===== src/logic/uart_rx_brk_pkg.sv =====
// Constants and carrier types for the receiver and break generator
package uart_rx_brk_pkg;
  localparam int unsigned CLK_HZ = 40_000_000;
  localparam logic [3:0] OVS_LAST = 4'hf;
  localparam logic [3:0] VOTE_A = 4'h7;
  localparam logic [3:0] VOTE_B = 4'h8;
  localparam logic [3:0] VOTE_C = 4'h9;
  localparam logic [3:0] BREAK_ZEROS = 4'hd;
  localparam logic [3:0] BITS_8 = 4'h8;
  localparam logic [3:0] BITS_9 = 4'h9;
  localparam logic [7:0] DIV_RESET = 8'h00;
  localparam logic [8:0] WORD_RESET = 9'h000;
  localparam logic [4:0] COUNT_RESET = 5'h00;

  typedef enum logic [2:0] {
    RX_OFF = 3'b000,
    RX_HUNT = 3'b001,
    RX_START = 3'b010,
    RX_DATA = 3'b011,
    RX_PAR = 3'b100,
    RX_STOP = 3'b101,
    RX_WAIT_HIGH = 3'b110
  } rx_state_t;

  typedef enum logic [1:0] {
    TX_IDLE = 2'b00,
    TX_START = 2'b01,
    TX_ZERO = 2'b10,
    TX_STOP = 2'b11
  } tx_state_t;

  // Line format and control bits from software
  typedef struct packed {
    logic port_enable_bit;
    logic receive_enable_bit;
    logic word_length_select;
    logic parity_enable_bit;
    logic parity_type_bit;
    logic two_stop_bits;
    logic receive_interrupt_enable;
    logic break_request_bit;
  } ctrl_t;

  // Flags visible to software
  typedef struct packed {
    logic data_available_flag;
    logic overrun_flag;
    logic noise_flag;
    logic framing_flag;
    logic parity_error_flag;
    logic receive_idle_flag;
  } status_t;

  // One buffered word with its own error marks
  typedef struct packed {
    logic [8:0] data;
    logic framing;
    logic parity;
    logic noise;
  } entry_t;

  localparam entry_t ENTRY_RESET = '0;
endpackage : uart_rx_brk_pkg


===== src/logic/uart_receiver_and_break.sv =====
// Receive path with 16x oversampling, two-word buffer, and break transmit
//
// Behaviour
// - Break starts on next frame after request held beyond divisor+1 clocks.
// - Break frame is start, 13*N zeros, then stop bits.
// - Break frames never raise a transmit interrupt.
// - Breaks repeat while requested; last finishes then one or two stops.
// - Eight or nine data bits; ninth bit goes to its own field.
// - Recovery runs at 16x baud; shifter advances once per bit.
// - Each bit level is a majority of three samples.
// - Data shifts in least significant bit first.
// - Buffer holds two words; third completing unread means overrun.
// - Overrun sets flag, keeps buffer, drops shift word, may interrupt.
// - Receiver hunts for a start bit once port enable and receive enable are both set.
// - Word into buffer sets data available; interrupt if enabled, also overrun.
// - Data, overrun, noise flags clear on status access then data read.
// - Break is framing error; zeros loaded, flags and idle set.
// - After bad frame, wait for high line before hunting again.
// - Idle is low from start detect to stop sample, else high.
// - Noise flag rises with data available; word still transferred.
// - Framing error when stop bit sampled low.
// - Parity error on mismatch, only when parity is enabled.
// - After the stop sample the word enters the buffer if free.
// - Port disable empties buffer, clears flags and enable, sets idle.
// - Receiver checks only one stop bit.
`timescale 1ns/1ps
module uart_receiver_and_break (
  input wire logic ref_clk,
  input wire logic rst_b,
  input wire logic clk_en,
  input wire uart_rx_brk_pkg::ctrl_t ctrl,
  input wire logic [7:0] baud_divisor_value,
  input wire logic rx_pin,
  input wire logic status_access,
  input wire logic data_read,
  output uart_rx_brk_pkg::status_t status,
  output logic [7:0] serial_data_buffer,
  output logic receive_ninth_bit,
  output logic receive_enable_out,
  output logic rx_irq,
  output logic tx_pin,
  output logic tx_irq,
  output logic break_active
);
  import uart_rx_brk_pkg::*;

  typedef struct packed {
    logic [7:0] div_cnt;
    logic [3:0] ovs_cnt;
    logic [2:0] votes;
    rx_state_t rx_state;
    logic [3:0] bit_cnt;
    logic [8:0] receive_shift_register;
    logic frame_noise;
    logic par_bit;
    entry_t [1:0] fifo;
    logic [1:0] fill;
    status_t st;
    logic status_seen;
    logic rx_en;
    logic rx_irq;
    logic [8:0] req_cnt;
    logic brk_armed;
    tx_state_t tx_state;
    logic [3:0] tx_ovs;
    logic [4:0] tx_bits;
    logic tx_pin;
    logic second_stop;
  } state_t;

  state_t s_reg;
  state_t s_next;

  logic tick;
  logic voted;
  logic noisy;
  logic [3:0] data_bits;
  logic word_done;
  logic frame_bad;
  logic par_bad;
  logic pop;
  logic [8:0] word;
  logic [8:0] par_calc;

  always_comb begin
    s_next = s_reg;
    tick = (s_reg.div_cnt == baud_divisor_value);
    voted = (s_reg.votes[0] & s_reg.votes[1]) | (s_reg.votes[0] & s_reg.votes[2])
      | (s_reg.votes[1] & s_reg.votes[2]);
    noisy = ~(&s_reg.votes) & (|s_reg.votes);
    data_bits = ctrl.word_length_select ? BITS_9 : BITS_8;
    word_done = 1'b0;
    frame_bad = 1'b0;
    par_bad = 1'b0;
    word = s_reg.receive_shift_register;
    if (!ctrl.word_length_select) begin
      word = {1'b0, s_reg.receive_shift_register[8:1]};
    end
    par_calc = word;
    pop = 1'b0;
    s_next.rx_irq = 1'b0;

    s_next.div_cnt = tick ? DIV_RESET : s_reg.div_cnt + 8'h01;

    // Oversampling and bit recovery
    if (tick) begin
      s_next.ovs_cnt = s_reg.ovs_cnt + 4'h1;
      if (s_reg.ovs_cnt == VOTE_A || s_reg.ovs_cnt == VOTE_B ||
          s_reg.ovs_cnt == VOTE_C) begin
        s_next.votes = {s_reg.votes[1:0], rx_pin};
      end
      if (s_reg.ovs_cnt == OVS_LAST) begin
        case (s_reg.rx_state)
          RX_START: begin
            if (voted) begin
              s_next.rx_state = RX_HUNT;
              s_next.st.receive_idle_flag = 1'b1;
            end else begin
              s_next.rx_state = RX_DATA;
              s_next.frame_noise = noisy;
            end
          end
          RX_DATA: begin
            s_next.receive_shift_register = {voted, s_reg.receive_shift_register[8:1]};
            s_next.frame_noise = s_reg.frame_noise | noisy;
            s_next.bit_cnt = s_reg.bit_cnt + 4'h1;
            if (s_reg.bit_cnt + 4'h1 == data_bits) begin
              s_next.rx_state = ctrl.parity_enable_bit ? RX_PAR : RX_STOP;
            end
          end
          RX_PAR: begin
            s_next.par_bit = voted;
            s_next.frame_noise = s_reg.frame_noise | noisy;
            s_next.rx_state = RX_STOP;
          end
          RX_STOP: begin
            word_done = 1'b1;
            frame_bad = ~voted;
            par_bad = ctrl.parity_enable_bit &
              ((^par_calc ^ s_reg.par_bit) != ctrl.parity_type_bit);
            s_next.st.receive_idle_flag = 1'b1;
            s_next.rx_state = voted ? RX_HUNT : RX_WAIT_HIGH;
          end
          default: begin
          end
        endcase
      end
    end

    // Start search runs on every tick, not only at bit boundaries
    if (tick && s_reg.rx_state == RX_HUNT && !rx_pin) begin
      s_next.rx_state = RX_START;
      s_next.ovs_cnt = 4'h1;
      s_next.bit_cnt = 4'h0;
      s_next.st.receive_idle_flag = 1'b0;
    end
    if (tick && s_reg.rx_state == RX_WAIT_HIGH && rx_pin) begin
      s_next.rx_state = RX_HUNT;
      s_next.st.receive_idle_flag = 1'b1;
    end
    if (s_reg.rx_state == RX_OFF && ctrl.receive_enable_bit) begin
      s_next.rx_state = RX_HUNT;
      s_next.rx_en = 1'b1;
    end

    // Read side of the buffer
    if (status_access) begin
      s_next.status_seen = 1'b1;
    end
    if (data_read && s_reg.fill != 2'd0) begin
      pop = 1'b1;
      s_next.fifo[0] = s_reg.fifo[1];
      s_next.fill = s_reg.fill - 2'd1;
      if (s_reg.status_seen) begin
        s_next.st.overrun_flag = 1'b0;
        s_next.status_seen = 1'b0;
      end
      s_next.st.data_available_flag = (s_reg.fill != 2'd1) |
        ~s_reg.status_seen;
      s_next.st.noise_flag = s_reg.status_seen ? s_reg.fifo[1].noise
        & (s_reg.fill == 2'd2) : s_reg.st.noise_flag;
      s_next.st.framing_flag = s_reg.fifo[1].framing & (s_reg.fill == 2'd2);
      s_next.st.parity_error_flag = s_reg.fifo[1].parity & (s_reg.fill == 2'd2);
    end

    // Write side; set wins over a same-cycle clear
    if (word_done) begin
      if (s_reg.fill == 2'd2 && !pop) begin
        s_next.st.overrun_flag = 1'b1;
        s_next.rx_irq = ctrl.receive_interrupt_enable;
      end else begin
        s_next.fill = s_next.fill + 2'd1;
        s_next.fifo[s_next.fill - 2'd1] = '{data: frame_bad & ~|word ? WORD_RESET : word,
          framing: frame_bad, parity: par_bad, noise: s_reg.frame_noise};
        s_next.st.data_available_flag = 1'b1;
        if (s_next.fill == 2'd1) begin
          s_next.st.framing_flag = frame_bad;
          s_next.st.parity_error_flag = par_bad;
        end
        s_next.st.noise_flag = s_next.st.noise_flag | s_reg.frame_noise;
        s_next.rx_irq = ctrl.receive_interrupt_enable;
      end
    end

    // Break request qualification and break frames
    if (ctrl.break_request_bit) begin
      if (s_reg.req_cnt <= {1'b0, baud_divisor_value}) begin
        s_next.req_cnt = s_reg.req_cnt + 9'h001;
      end else begin
        s_next.brk_armed = 1'b1;
      end
    end else begin
      s_next.req_cnt = 9'h000;
      s_next.brk_armed = 1'b0;
    end
    if (tick) begin
      s_next.tx_ovs = s_reg.tx_ovs + 4'h1;
    end
    case (s_reg.tx_state)
      TX_IDLE: begin
        s_next.tx_pin = 1'b1;
        if (s_reg.brk_armed && tick && s_reg.tx_ovs == OVS_LAST) begin
          s_next.tx_state = TX_START;
          s_next.tx_pin = 1'b0;
        end
      end
      TX_START: begin
        if (tick && s_reg.tx_ovs == OVS_LAST) begin
          s_next.tx_state = TX_ZERO;
          s_next.tx_bits = COUNT_RESET;
        end
      end
      TX_ZERO: begin
        if (tick && s_reg.tx_ovs == OVS_LAST) begin
          s_next.tx_bits = s_reg.tx_bits + 5'h01;
          if (s_reg.tx_bits == {1'b0, BREAK_ZEROS} - 5'h01) begin
            if (ctrl.break_request_bit) begin
              s_next.tx_bits = COUNT_RESET;
            end else begin
              s_next.tx_state = TX_STOP;
              s_next.tx_pin = 1'b1;
              s_next.second_stop = ctrl.two_stop_bits;
            end
          end
        end
      end
      TX_STOP: begin
        if (tick && s_reg.tx_ovs == OVS_LAST) begin
          s_next.second_stop = 1'b0;
          if (!s_reg.second_stop) begin
            s_next.tx_state = TX_IDLE;
          end
        end
      end
      default: begin
        s_next.tx_state = TX_IDLE;
      end
    endcase

    // Port disable resets receiver, buffer and flags
    if (!ctrl.port_enable_bit || !ctrl.receive_enable_bit) begin
      s_next.rx_state = RX_OFF;
      s_next.rx_en = 1'b0;
      s_next.st.receive_idle_flag = 1'b1;
    end
    if (!ctrl.port_enable_bit) begin
      s_next.fill = 2'd0;
      s_next.st = '{data_available_flag: 1'b0, overrun_flag: 1'b0, noise_flag: 1'b0,
        framing_flag: 1'b0, parity_error_flag: 1'b0, receive_idle_flag: 1'b1};
      s_next.status_seen = 1'b0;
      s_next.rx_irq = 1'b0;
      s_next.tx_state = TX_IDLE;
      s_next.tx_pin = 1'b1;
      s_next.brk_armed = 1'b0;
    end
  end

  always_ff @(posedge ref_clk) begin
    if (!rst_b) begin
      s_reg <= '0;
      s_reg.rx_state <= RX_OFF;
      s_reg.tx_state <= TX_IDLE;
      s_reg.tx_pin <= 1'b1;
      s_reg.st.receive_idle_flag <= 1'b1;
      s_reg.fifo <= {ENTRY_RESET, ENTRY_RESET};
    end else if (clk_en) begin
      s_reg <= s_next;
    end
  end

  assign status = s_reg.st;
  assign serial_data_buffer = s_reg.fifo[0].data[7:0];
  assign receive_ninth_bit = s_reg.fifo[0].data[8];
  assign receive_enable_out = s_reg.rx_en;
  assign rx_irq = s_reg.rx_irq;
  assign tx_pin = s_reg.tx_pin;
  assign tx_irq = 1'b0;
  assign break_active = (s_reg.tx_state != TX_IDLE);
endmodule : uart_receiver_and_break


===== config.mk =====
export PLATFORM = sky130hd
export DESIGN_NAME = uart_receiver_and_break
export DESIGN_NICKNAME = d
export VERILOG_FILES = /design/src/logic/uart_rx_brk_pkg.sv /design/src/logic/uart_receiver_and_break.sv
export SDC_FILE = /design/constraint.sdc
export NUM_CORES = 1
export LEC_CHECK = 0
export ABC_CLOCK_PERIOD_IN_PS = 4400
export BUFFER_PORTS_ARGS = -buffer_cell sky130_fd_sc_hd__buf_2
export CORE_MARGIN = 2
export CORE_UTILIZATION = 40
export CTS_CLUSTER_SIZE = 12
export DETAILED_ROUTE_END_ITERATION = 7
export PLACE_DENSITY = 0.54
export SYNTH_ARGS = -nofsm -noshare
export SYNTH_HDL_FRONTEND = slang
export SYNTH_SLANG_ARGS = --single-unit
export TNS_END_PERCENT = 1

===== constraint.sdc =====
create_clock -name ref_clk -period 4.4 [get_ports ref_clk]
set_clock_uncertainty 0.05 [all_clocks]
set_input_delay 0.66 -clock ref_clk [delete_from_list [all_inputs] [get_ports ref_clk]]
set_output_delay 0.66 -clock ref_clk [all_outputs]
set_load 0.01 [all_outputs]

==> results of run 1 <==
## metal layers
metal  share of wire [%]  up-vias  global-route usage (%)  wire (µm)
li1                    -     2274                       -          -
met1                  53     2080                    27.4       6790
met2                  42       90                    27.1       5360
met3                 3.5       16                    2.68        451
met4                 2.1        0                    7.43        266
met5                   0        -                       0          0
## through the flow
stage | setup slack [ns] | hold slack (ns) | total power, µW | cell area (µm²) | util [%]
finish | 1.24 | 0.407 | 1750 | 5880 | 44.7
global route | 1.07 | 0.427 | 1810 | 5880 | 44.7
CTS | 1.24 | 0.412 | 1770 | 5880 | 44.7
detailed placement | 1.20 | 0.401 | 927 | 5560 | 42.3
global placement | 1.30 | 0.394 | 925 | 5560 | 42.3
floorplan | 1.64 | 0.385 | 892 | 5330 | -
## power by group through the flow
stage	registers, µW	logic, µW	clock network (µW)
2_1_floorplan	823	69.4	0
3_3_place_gp	825	100	0
3_5_place_dp	825	102	0
4_1_cts	807	103	859
5_1_grt	807	114	887
6_report	807	102	837
## cell usage after synthesis, types with 10 or more instances
master and number:
sky130_fd_sc_hd__dfxtp_1 88, sky130_fd_sc_hd__mux2i_1 47, sky130_fd_sc_hd__nor3_1 10, sky130_fd_sc_hd__a21oi_1 36, sky130_fd_sc_hd__nand4_1 18, sky130_fd_sc_hd__nand2_1 56, sky130_fd_sc_hd__nand3_1 32, sky130_fd_sc_hd__a31oi_1 10
sky130_fd_sc_hd__xnor2_1 20, sky130_fd_sc_hd__and2_1 20, sky130_fd_sc_hd__ha_1 32, sky130_fd_sc_hd__inv_1 40, sky130_fd_sc_hd__clkbuf_1 22, sky130_fd_sc_hd__o21ai_0 33, sky130_fd_sc_hd__buf_4 16, sky130_fd_sc_hd__nor2_1 27
sky130_fd_sc_hd__nor2b_1 26
## worst max-delay path, stage by stage (launching register included)
cell and delay, ns:
sky130_fd_sc_hd__dfxtp_1 0.36, sky130_fd_sc_hd__inv_1 0.12, sky130_fd_sc_hd__ha_1 0.23, sky130_fd_sc_hd__nand2b_1 0.14, sky130_fd_sc_hd__buf_4 0.21, sky130_fd_sc_hd__a21oi_1 0.25, sky130_fd_sc_hd__nor4b_4 0.56, sky130_fd_sc_hd__buf_4 0.29
sky130_fd_sc_hd__and3_1 0.51, sky130_fd_sc_hd__o22ai_1 0.13, sky130_fd_sc_hd__and2_1 0.20
## kinds of logic after synthesis
| kind of cell | after synthesis | share of synthesized area (%) |
|---|---|---|
| AND/OR/NAND/NOR | 231 | 23.4 |
| multiplexers | 47 | 8.82 |
| AO/OA/AOI/OAI | 128 | 14.8 |
| adder cells (fa/ha/maj) | 33 | 7.72 |
| buffers and inverters | 87 | 7.39 |
| other | 1 | 0.0703 |
| XOR/XNOR | 29 | 4.76 |
| flip-flops | 88 | 33.0 |
## how the worst min path moves through the flow
stage | startpoint | endpoint | slack, ns
6_report | status[5] | status[5] | 0.41
5_1_grt | status[4] | status[4] | 0.43
4_1_cts | status[5] | status[5] | 0.41
3_5_place_dp | status[5] | status[5] | 0.40
3_3_place_gp | status[4] | status[4] | 0.39
2_1_floorplan | status[4] | status[4] | 0.39
## layout make-up
type / count / share of cell area (%)
Clock buffer: 10 / 4.07
Clock inverter: 6 / 1.41
Tap cell: 176 / 3.75
Inverter: 40 / 2.55
Multi-Input combinational cell: 469 / 54.1
Sequential cell: 88 / 30.0
Timing Repair Buffer: 46 / 4.17
==> results.sh, run 1 <==
export IMPL_run_status="complete, no violations"
export IMPL_crit_path_start="s_reg[32]"
export IMPL_gr_usage_all_layers_pct=18.6
export IMPL_post_drt_via_cell_ratio=5.34
export IMPL_synth_area_leader="sky130_fd_sc_hd__dfxtp_1"
export IMPL_numClockSinks=88
export IMPL_cts_inserted_buffers=9
export IMPL_most_common_layout_cells="88 x sky130_fd_sc_hd__dfxtp_1, 56 x sky130_fd_sc_hd__nand2_1, 47 x sky130_fd_sc_hd__mux2i_1"
export IMPL_die_area_um2=14300
export IMPL_antenna_cells_inserted=0
export IMPL_p_int_uw=1350
export IMPL_flip_flop_count_of_the_largest_register_all_copies_and_words_added=70
export IMPL_timing_setup_tns_ns=0
export IMPL_biggest_area_contributors_in_the_synthesized_netlist="sky130_fd_sc_hd__dfxtp_1 33%, sky130_fd_sc_hd__mux2i_1 8.8%, sky130_fd_sc_hd__ha_1 7.5%"
export IMPL_synth_seq_area_share_pct=33.0
export IMPL_holdBufCountCts=0
export IMPL_max_cap_violations=0
export IMPL_mostFrequentLayoutCell="sky130_fd_sc_hd__dfxtp_1"
export IMPL_rsz0062_at_grt="no"
export IMPL_critical_path_class="flop to flop"
export IMPL_cp_required_ns=4.59
export IMPL_netSwitchingPower_uw=397
export IMPL_cts_root_buf="sky130_fd_sc_hd__clkbuf_16"
export IMPL_placedCellCount=819
export IMPL_start_util_pct=40.6
export IMPL_gp_congestion=0.821
export IMPL_synth_lib_cells_used_distinct=55
export IMPL_critical_path_startpoint_category="flop"
export IMPL_postCtsSetupBuffers=0
export IMPL_drtPass1Iterations=5
export IMPL_mappedNetlistArea_um2=5330
export IMPL_critPathMaxFanout=17
export IMPL_post_route_cells_drive_above_1_share_pct=10.3
export IMPL_final_period_minus_worst_setup_slack_ns=3.16
export IMPL_sequential_cell_area_um2=1760
export IMPL_synth_fp_nets=698
export IMPL_synth_ff_type="sky130_fd_sc_hd__dfxtp_1"
export IMPL_num_rows=42
export IMPL_min_path_cells=2
export IMPL_clk_pin_slew_worst_paths_ns=0.07
export IMPL_drt_first_iter_violations=321
export IMPL_layoutNonFillerInstCount=835
export IMPL_final_antenna_net_count=0
export IMPL_num_io_pins=42
export IMPL_pwr_share_seq_pct=46.2
export IMPL_worstHoldPathType="flop to flop"
export IMPL_slew_violations=0
export IMPL_die_w_um=119
export IMPL_arrival_ns=3.35
export IMPL_yosysWarnings=0
export IMPL_dpl_hpwl_mm=9.39
export IMPL_via_count_of_the_first_global_routing_pass=4222
export IMPL_clock_fmax_mhz=317
export IMPL_global_route_congestion_overflow_total=0
export IMPL_cts_resized_gates=0
export IMPL_rr_worst_depth=10
export IMPL_placement_io_buffers=40
export IMPL_post_synth_top_area_fraction_pct=33.0
export IMPL_timing_slew_headroom_pct=47.6
export IMPL_cts_tree="built"
export IMPL_clkLatencyLatePin_ns=0.34
export IMPL_setup_viol_count_final=0
export IMPL_placeableCoreArea_um2=13100
export IMPL_drc=0
export IMPL_critical_path_capture_point_type="flop"
export IMPL_cp_endpoint="s_reg[55]"
export IMPL_post_synth_inst_count=644
export IMPL_cts_max_path_buffers=2
export IMPL_grt_max_degree=43
export IMPL_floorplan_die_height_um=119
export IMPL_r2r_start="s_reg[32]"
export IMPL_share_comb_of_total_power_pct=5.8
export IMPL_vdd_drop_max_mv=0.154
export IMPL_multi_input_comb_area_um2=3180
export IMPL_synth_async_sr_flop_share_pct=0
export IMPL_portion_of_the_clock_cycle_consumed_by_the_worst_path_in_the_final_layout_pct=71.8
export IMPL_share_clk_of_total_power_pct=47.9
export IMPL_cellPowerDensity_nw_per_um2=297
export IMPL_report_final_hold_viol_count=0
export IMPL_tightest_slew_ns=0.785
export IMPL_htree_num_levels=3
export IMPL_fin_nets=708
export IMPL_filler_cell_count=1301
export IMPL_number_of_antenna_violations_at_the_first_check_in_global_routing=0
export IMPL_vias=4460
export IMPL_r2r_end="s_reg[55]"
export IMPL_synthesis_area_per_instance_um2=8.28
export IMPL_area_growth_from_synthesis_to_final_layout_pct=10.2
export IMPL_reg2reg_setup_slack_ns=1.24
export IMPL_grt_first_pass_wirelength_mm=21.3
export IMPL_synth_enable_flop_cells=0
export IMPL_switching_portion_of_total_power_pct=22.8
export IMPL_route_detailed_wl_per_inst_um=15.4
export IMPL_wirelength_mm=12.9
export IMPL_synth_register_bits=88
export IMPL_leakage_uw=0.00240
(Power assumes the default switching activity.)
==> inputs of run 2 (changes only) <==
Settings changed: ABC_CLOCK_PERIOD_IN_PS 4400 to 2700, PLACE_DENSITY 0.54 to 0.56.
Clock period 4.4 ns to 2.7 ns, I/O delays scaled along.
==> run 2 against run 1 <==
  * Global-route usage down 0.068 points
  * Via count rose by 2.7%
  * Worst hold slack worse by 0.072 ns
  * Design area increased by 1.1%
  * Critical path depth is 1 lower
  * Power up 52%
  * Critical path type unchanged
==> results.sh, run 2 (synthesis results as in run 1) <==
export IMPL_arrival_ns=2.70
export IMPL_detailroute_wirelength_met3_um=588
export IMPL_critical_path_startpoint_category="flop"
export IMPL_multi_input_comb_area_um2=3180
export IMPL_route_top_layer_used="met4"
export IMPL_setup_viol_count_final=0
export IMPL_leakage_uw=0.00245
export IMPL_clock_fmax_mhz=402
export IMPL_die_area_um2=14300
export IMPL_antenna_cells_inserted=0
export IMPL_fin_nets=724
export IMPL_gr_usage_all_layers_pct=18.6
export IMPL_min_path_cells=3
export IMPL_wirelength_mm=12.9
export IMPL_cpPeakStageDelay_ns=0.36
export IMPL_timing_slew_headroom_pct=49.7
export IMPL_most_common_layout_cells="88 x sky130_fd_sc_hd__dfxtp_1, 56 x sky130_fd_sc_hd__nand2_1, 47 x sky130_fd_sc_hd__mux2i_1"
export IMPL_grt_first_pass_wirelength_mm=21.5
export IMPL_report_final_hold_viol_count=0
export IMPL_numClockSinks=88
export IMPL_cts_inserted_buffers=9
export IMPL_met2RoutedLength_mm=5.49
export IMPL_num_io_pins=42
export IMPL_drt_first_iter_violations=288
export IMPL_postCtsSetupBuffers=0
export IMPL_drc=0
export IMPL_number_of_antenna_violations_at_the_first_check_in_global_routing=0
export IMPL_timing_hold_ws_ns=0.335
export IMPL_cp_required_ns=2.92
export IMPL_post_route_cells_drive_above_1_share_pct=12.0
export IMPL_critPathMaxFanout=9
export IMPL_cts_root_buf="sky130_fd_sc_hd__clkbuf_16"
export IMPL_cts_resized_gates=0
export IMPL_tightest_slew_ns=0.746
export IMPL_clkLatencyLatePin_ns=0.35
export IMPL_floorplan_die_height_um=119
export IMPL_post_drt_via_cell_ratio=5.38
export IMPL_placement_io_buffers=40
export IMPL_grt_max_degree=34
export IMPL_area_growth_from_synthesis_to_final_layout_pct=11.4
export IMPL_vdd_drop_max_mv=0.220
export IMPL_sequential_cell_area_um2=1760
export IMPL_timing_setup_tns_ns=0
export IMPL_slowest_cell_on_crit_path="sky130_fd_sc_hd__dfxtp_1"
export IMPL_start_util_pct=40.6
export IMPL_layout_core_utilization_pct=45.2
export IMPL_clk_pin_slew_worst_paths_ns=0.07
export IMPL_via_count_of_the_first_global_routing_pass=4359
export IMPL_postLayoutCellArea_um2=5940
export IMPL_critical_path_class="flop to flop"
export IMPL_vias=4579
export IMPL_rr_worst_depth=9
export IMPL_drtPass1Iterations=5
export IMPL_final_antenna_net_count=0
export IMPL_crit_chain="inv_1, ha_1, nand2b_1, a21oi_1, nor4b_4, buf_4, and2_1, a31oi_1, o21ai_0"
export IMPL_num_rows=42
export IMPL_mostFrequentLayoutCell="sky130_fd_sc_hd__dfxtp_1"
export IMPL_final_period_minus_worst_setup_slack_ns=2.49
export IMPL_route_detailed_wl_per_inst_um=15.1
export IMPL_htree_num_levels=3
export IMPL_cts_tree="built"
export IMPL_flip_flop_count_of_the_largest_register_all_copies_and_words_added=70
export IMPL_placeableCoreArea_um2=13100
export IMPL_wirelength_met1_mm=6.55
export IMPL_global_route_congestion_overflow_total=0
export IMPL_critical_path_capture_point_type="flop"
export IMPL_slew_violations=0
export IMPL_dpl_hpwl_mm=9.51
export IMPL_die_w_um=119
export IMPL_gp_congestion=0.840
export IMPL_setup_ws_ns=0.215
export IMPL_pre_cts_slack_ns=0.180
export IMPL_run_status="complete, no violations"
export IMPL_filler_cell_count=1371
export IMPL_worstHoldPathType="input pin to flop"
export IMPL_holdBufCountCts=0
export IMPL_dpl_cell_area_um2=5680
export IMPL_cts_max_path_buffers=2
export IMPL_rsz0062_at_grt="no"
export IMPL_max_cap_violations=0
export IMPL_portion_of_the_clock_cycle_consumed_by_the_worst_path_in_the_final_layout_pct=92.0
export IMPL_cellPowerDensity_nw_per_um2=448
-- run 2: through the flow --
stage | cells | total power (µW)
3_5_place_dp | 835 | 1520
6_report | 851 | 2660
4_1_cts | 851 | 2690
2_1_floorplan | 644 | 1450
5_1_grt | 851 | 2750
3_3_place_gp | 835 | 1510
-- run 2: final timing paths --
path	slack [ns]	endpoint	start
worst max-delay path	0.21	serial_data_buffer[4]	s_reg[32]
worst max register to register	0.21	serial_data_buffer[4]	s_reg[32]
worst min-delay path	0.33	s_reg[76]	rx_pin
worst min register to register	0.41	status[4]	status[4]
-- run 2: critical path, delay by kind of cell, from the launching register on --
| family | cells | cell delay (ns) |
|---|---|---|
| simple gates | 3 | 0.94 |
| compound gates | 3 | 0.52 |
| buf+inv | 2 | 0.30 |
| fa+ha+maj | 1 | 0.22 |
| flops | 1 | 0.36 |
-- run 2: report_power, final --
part           switching [µW]  leakage, µW  internal [µW]  total [µW]
sequential               10.0     0.000710           1300        1310
clock                     526     0.000130            648        1170
combinational             107      0.00161           65.6         172
total                     643      0.00245           2020        2660
-- run 2: cell type report --
type	instances	share of cell area, %
repair buffers	62	6.15
multi-input cells	469	53.5
flip-flops and latches	88	29.6
inverters	40	2.53
clock buffers	13	4.21
well taps	176	3.71
clock inverters	3	0.295
-- run 2: routing by layer --
metal  GRT usage, %  vias to the layer above
met5              0                        -
met4           6.91                        0
met3           2.97                       16
met2           27.8                      104
met1           26.7                     2159
li1               -                     2300
==> inputs of run 3 (changes only) <==
--- a/config.mk
+++ b/config.mk
@@ -10,6 +10,7 @@
 export CORE_MARGIN = 2
-export CORE_UTILIZATION = 40
+export CORE_UTILIZATION = 44
 export CTS_CLUSTER_SIZE = 12
 export DETAILED_ROUTE_END_ITERATION = 7
-export PLACE_DENSITY = 0.56
+export GPL_TIMING_DRIVEN = 1
+export PLACE_DENSITY = 0.61
 export SYNTH_ARGS = -nofsm -noshare
==> constraint.sdc (replaced) <==
create_clock -name ref_clk -period 2.7 [get_ports ref_clk]
set_clock_uncertainty 0.05 [all_clocks]
set_input_delay 0.27 -clock ref_clk [delete_from_list [all_inputs] [get_ports ref_clk]]
set_output_delay 0.27 -clock ref_clk [all_outputs]
set_load 0.01 [all_outputs]
==> run 3 against run 2 <==
  * Largest cell class unchanged
  * Sequential share of layout area grew 0.13 points
  * Global-route usage up 1.3 points
  * Sequential power is essentially flat
  * First-iteration DRC count is 15% lower
  * Clock-buffer cell count is 1 higher
  * Non-clock buffer count decreased by 1
  * Utilization is 4.4 points higher
  * Clock power is essentially flat
  * Design area decreased by 0.42%
==> results.sh, run 3 (synthesis results as in run 1) <==
export IMPL_most_common_layout_cells="88 x sky130_fd_sc_hd__dfxtp_1, 56 x sky130_fd_sc_hd__nand2_1, 47 x sky130_fd_sc_hd__mux2i_1"
export IMPL_multi_input_comb_area_um2=3180
export IMPL_clk_pin_slew_worst_paths_ns=0.06
export IMPL_share_clk_of_total_power_pct=44.3
export IMPL_report_final_hold_viol_count=0
export IMPL_postCtsSetupBuffers=0
export IMPL_mostFrequentLayoutCell="sky130_fd_sc_hd__dfxtp_1"
export IMPL_gr_usage_all_layers_pct=19.8
export IMPL_num_io_pins=42
export IMPL_placedCellCount=805
export IMPL_post_drt_via_cell_ratio=5.57
export IMPL_vias=4559
export IMPL_route_detailed_wl_per_inst_um=15.4
export IMPL_vdd_drop_max_mv=0.256
export IMPL_critical_path_class="flop to flop"
export IMPL_placement_io_buffers=40
export IMPL_numClockSinks=88
export IMPL_rsz0062_at_grt="no"
export IMPL_holdBufCountCts=0
export IMPL_layoutNonFillerInstCount=819
export IMPL_gp_congestion=0.852
export IMPL_antenna_cells_inserted=0
export IMPL_cpPeakStageDelay_ns=0.38
export IMPL_clock_fmax_mhz=409
export IMPL_number_of_antenna_violations_at_the_first_check_in_global_routing=0
export IMPL_drc=0
export IMPL_worstHoldPathType="input pin to flop"
export IMPL_max_cap_violations=0
export IMPL_cts_inserted_buffers=9
export IMPL_crit_chain="inv_1, ha_1, nand2b_1, a21oi_1, nor4b_4, buf_12, and2_1, a31oi_1, o21ai_0"
export IMPL_share_comb_of_total_power_pct=6.4
export IMPL_reg2reg_setup_slack_ns=0.25
export IMPL_fin_nets=723
export IMPL_layout_core_utilization_pct=49.7
export IMPL_htree_num_levels=3
export IMPL_setup_ws_ns=0.253
export IMPL_dpl_hpwl_mm=9.14
export IMPL_drt_first_iter_violations=244
export IMPL_run_status="complete, no violations"
export IMPL_cp_required_ns=2.91
export IMPL_timing_slew_headroom_pct=47.3
export IMPL_post_route_cells_drive_above_1_share_pct=11.8
export IMPL_critical_path_capture_point_type="flop"
export IMPL_slowest_cell_on_crit_path="sky130_fd_sc_hd__and2_1"
export IMPL_portion_of_the_clock_cycle_consumed_by_the_worst_path_in_the_final_layout_pct=90.6
export IMPL_via_count_of_the_first_global_routing_pass=4196
export IMPL_critPathMaxFanout=17
export IMPL_timing_setup_tns_ns=0
export IMPL_area_growth_from_synthesis_to_final_layout_pct=11.0
export IMPL_die_w_um=114
export IMPL_clkLatencyLatePin_ns=0.34
export IMPL_arrival_ns=2.66
export IMPL_num_rows=40
export IMPL_pre_cts_slack_ns=0.262
export IMPL_dpl_cell_area_um2=5640
export IMPL_pwr_share_seq_pct=49.3
export IMPL_cts_tree="built"
export IMPL_floorplan_die_height_um=114
export IMPL_flip_flop_count_of_the_largest_register_all_copies_and_words_added=70
export IMPL_cts_max_path_buffers=2
export IMPL_wirelength_mm=12.6
export IMPL_netSwitchingPower_uw=608
export IMPL_detailroute_wirelength_met3_um=536
export IMPL_leakage_uw=0.00245
export IMPL_wirelength_met1_mm=6.45
export IMPL_cts_root_buf="sky130_fd_sc_hd__clkbuf_16"
export IMPL_cellPowerDensity_nw_per_um2=451
export IMPL_critical_path_startpoint_category="flop"
export IMPL_drtPass1Iterations=5
export IMPL_die_area_um2=13000
export IMPL_grt_first_pass_wirelength_mm=20.7
export IMPL_final_period_minus_worst_setup_slack_ns=2.45
export IMPL_global_route_congestion_overflow_total=0
export IMPL_met2RoutedLength_mm=5.40
export IMPL_route_top_layer_used="met4"
export IMPL_sequential_cell_area_um2=1760
export IMPL_p_int_uw=2060
export IMPL_slew_violations=0
export IMPL_postLayoutCellArea_um2=5920
export IMPL_tightest_slew_ns=0.782
export IMPL_final_antenna_net_count=0
export IMPL_filler_cell_count=1179
export IMPL_switching_portion_of_total_power_pct=22.8
export IMPL_start_util_pct=44.8
export IMPL_placeableCoreArea_um2=11900
export IMPL_grt_max_degree=42
export IMPL_cts_resized_gates=0
export IMPL_setup_viol_count_final=0
[run 3: final timing paths]
check / startpoint / endpoint / cells after the start
max: s_reg[32] / serial_data_buffer[1] / 9
min: rx_pin / s_reg[76] / 3
max reg2reg: s_reg[32] / serial_data_buffer[1] / 9
min reg2reg: status[4] / status[4] / 2
[run 3: layer usage]
metal	vias to the layer above	track usage, %
met5	-	0
met3	12	2.65
met1	2146	28.9
met4	0	7.32
li1	2305	-
met2	96	30.0
[run 3: worst max-delay path: cells and delay by family, from the launching register on]
| family | cells | cell delay, ns |
|---|---|---|
| fa+ha+maj | 1 | 0.22 |
| buf+inv | 2 | 0.29 |
| compound gates | 3 | 0.51 |
| flops | 1 | 0.35 |
| simple gates | 3 | 0.94 |
[run 3: metrics by stage]
step           hold WS, ns  power, µW
2_1_floorplan        0.385       1450
4_1_cts              0.186       2700
3_5_place_dp         0.403       1510
5_1_grt              0.225       2760
6_report             0.203       2670
3_3_place_gp         0.402       1510
[run 3: cell type report]
cell class / count / area share (%)
tap: 147 / 3.11
inverter: 40 / 2.54
timing repair buffer: 61 / 6.26
clock buffer: 14 / 4.63
sequential: 88 / 29.8
multi-input combinational: 469 / 53.7
[run 3: power by group through the flow]
stage | Sequential (µW) | Clock, µW | Combinational, µW
after floorplan | 1340 | 0 | 113
after CTS | 1320 | 1210 | 170
final | 1320 | 1180 | 170
after detailed placement | 1340 | 0 | 168
after global placement | 1340 | 0 | 166
after global routing | 1320 | 1250 | 188
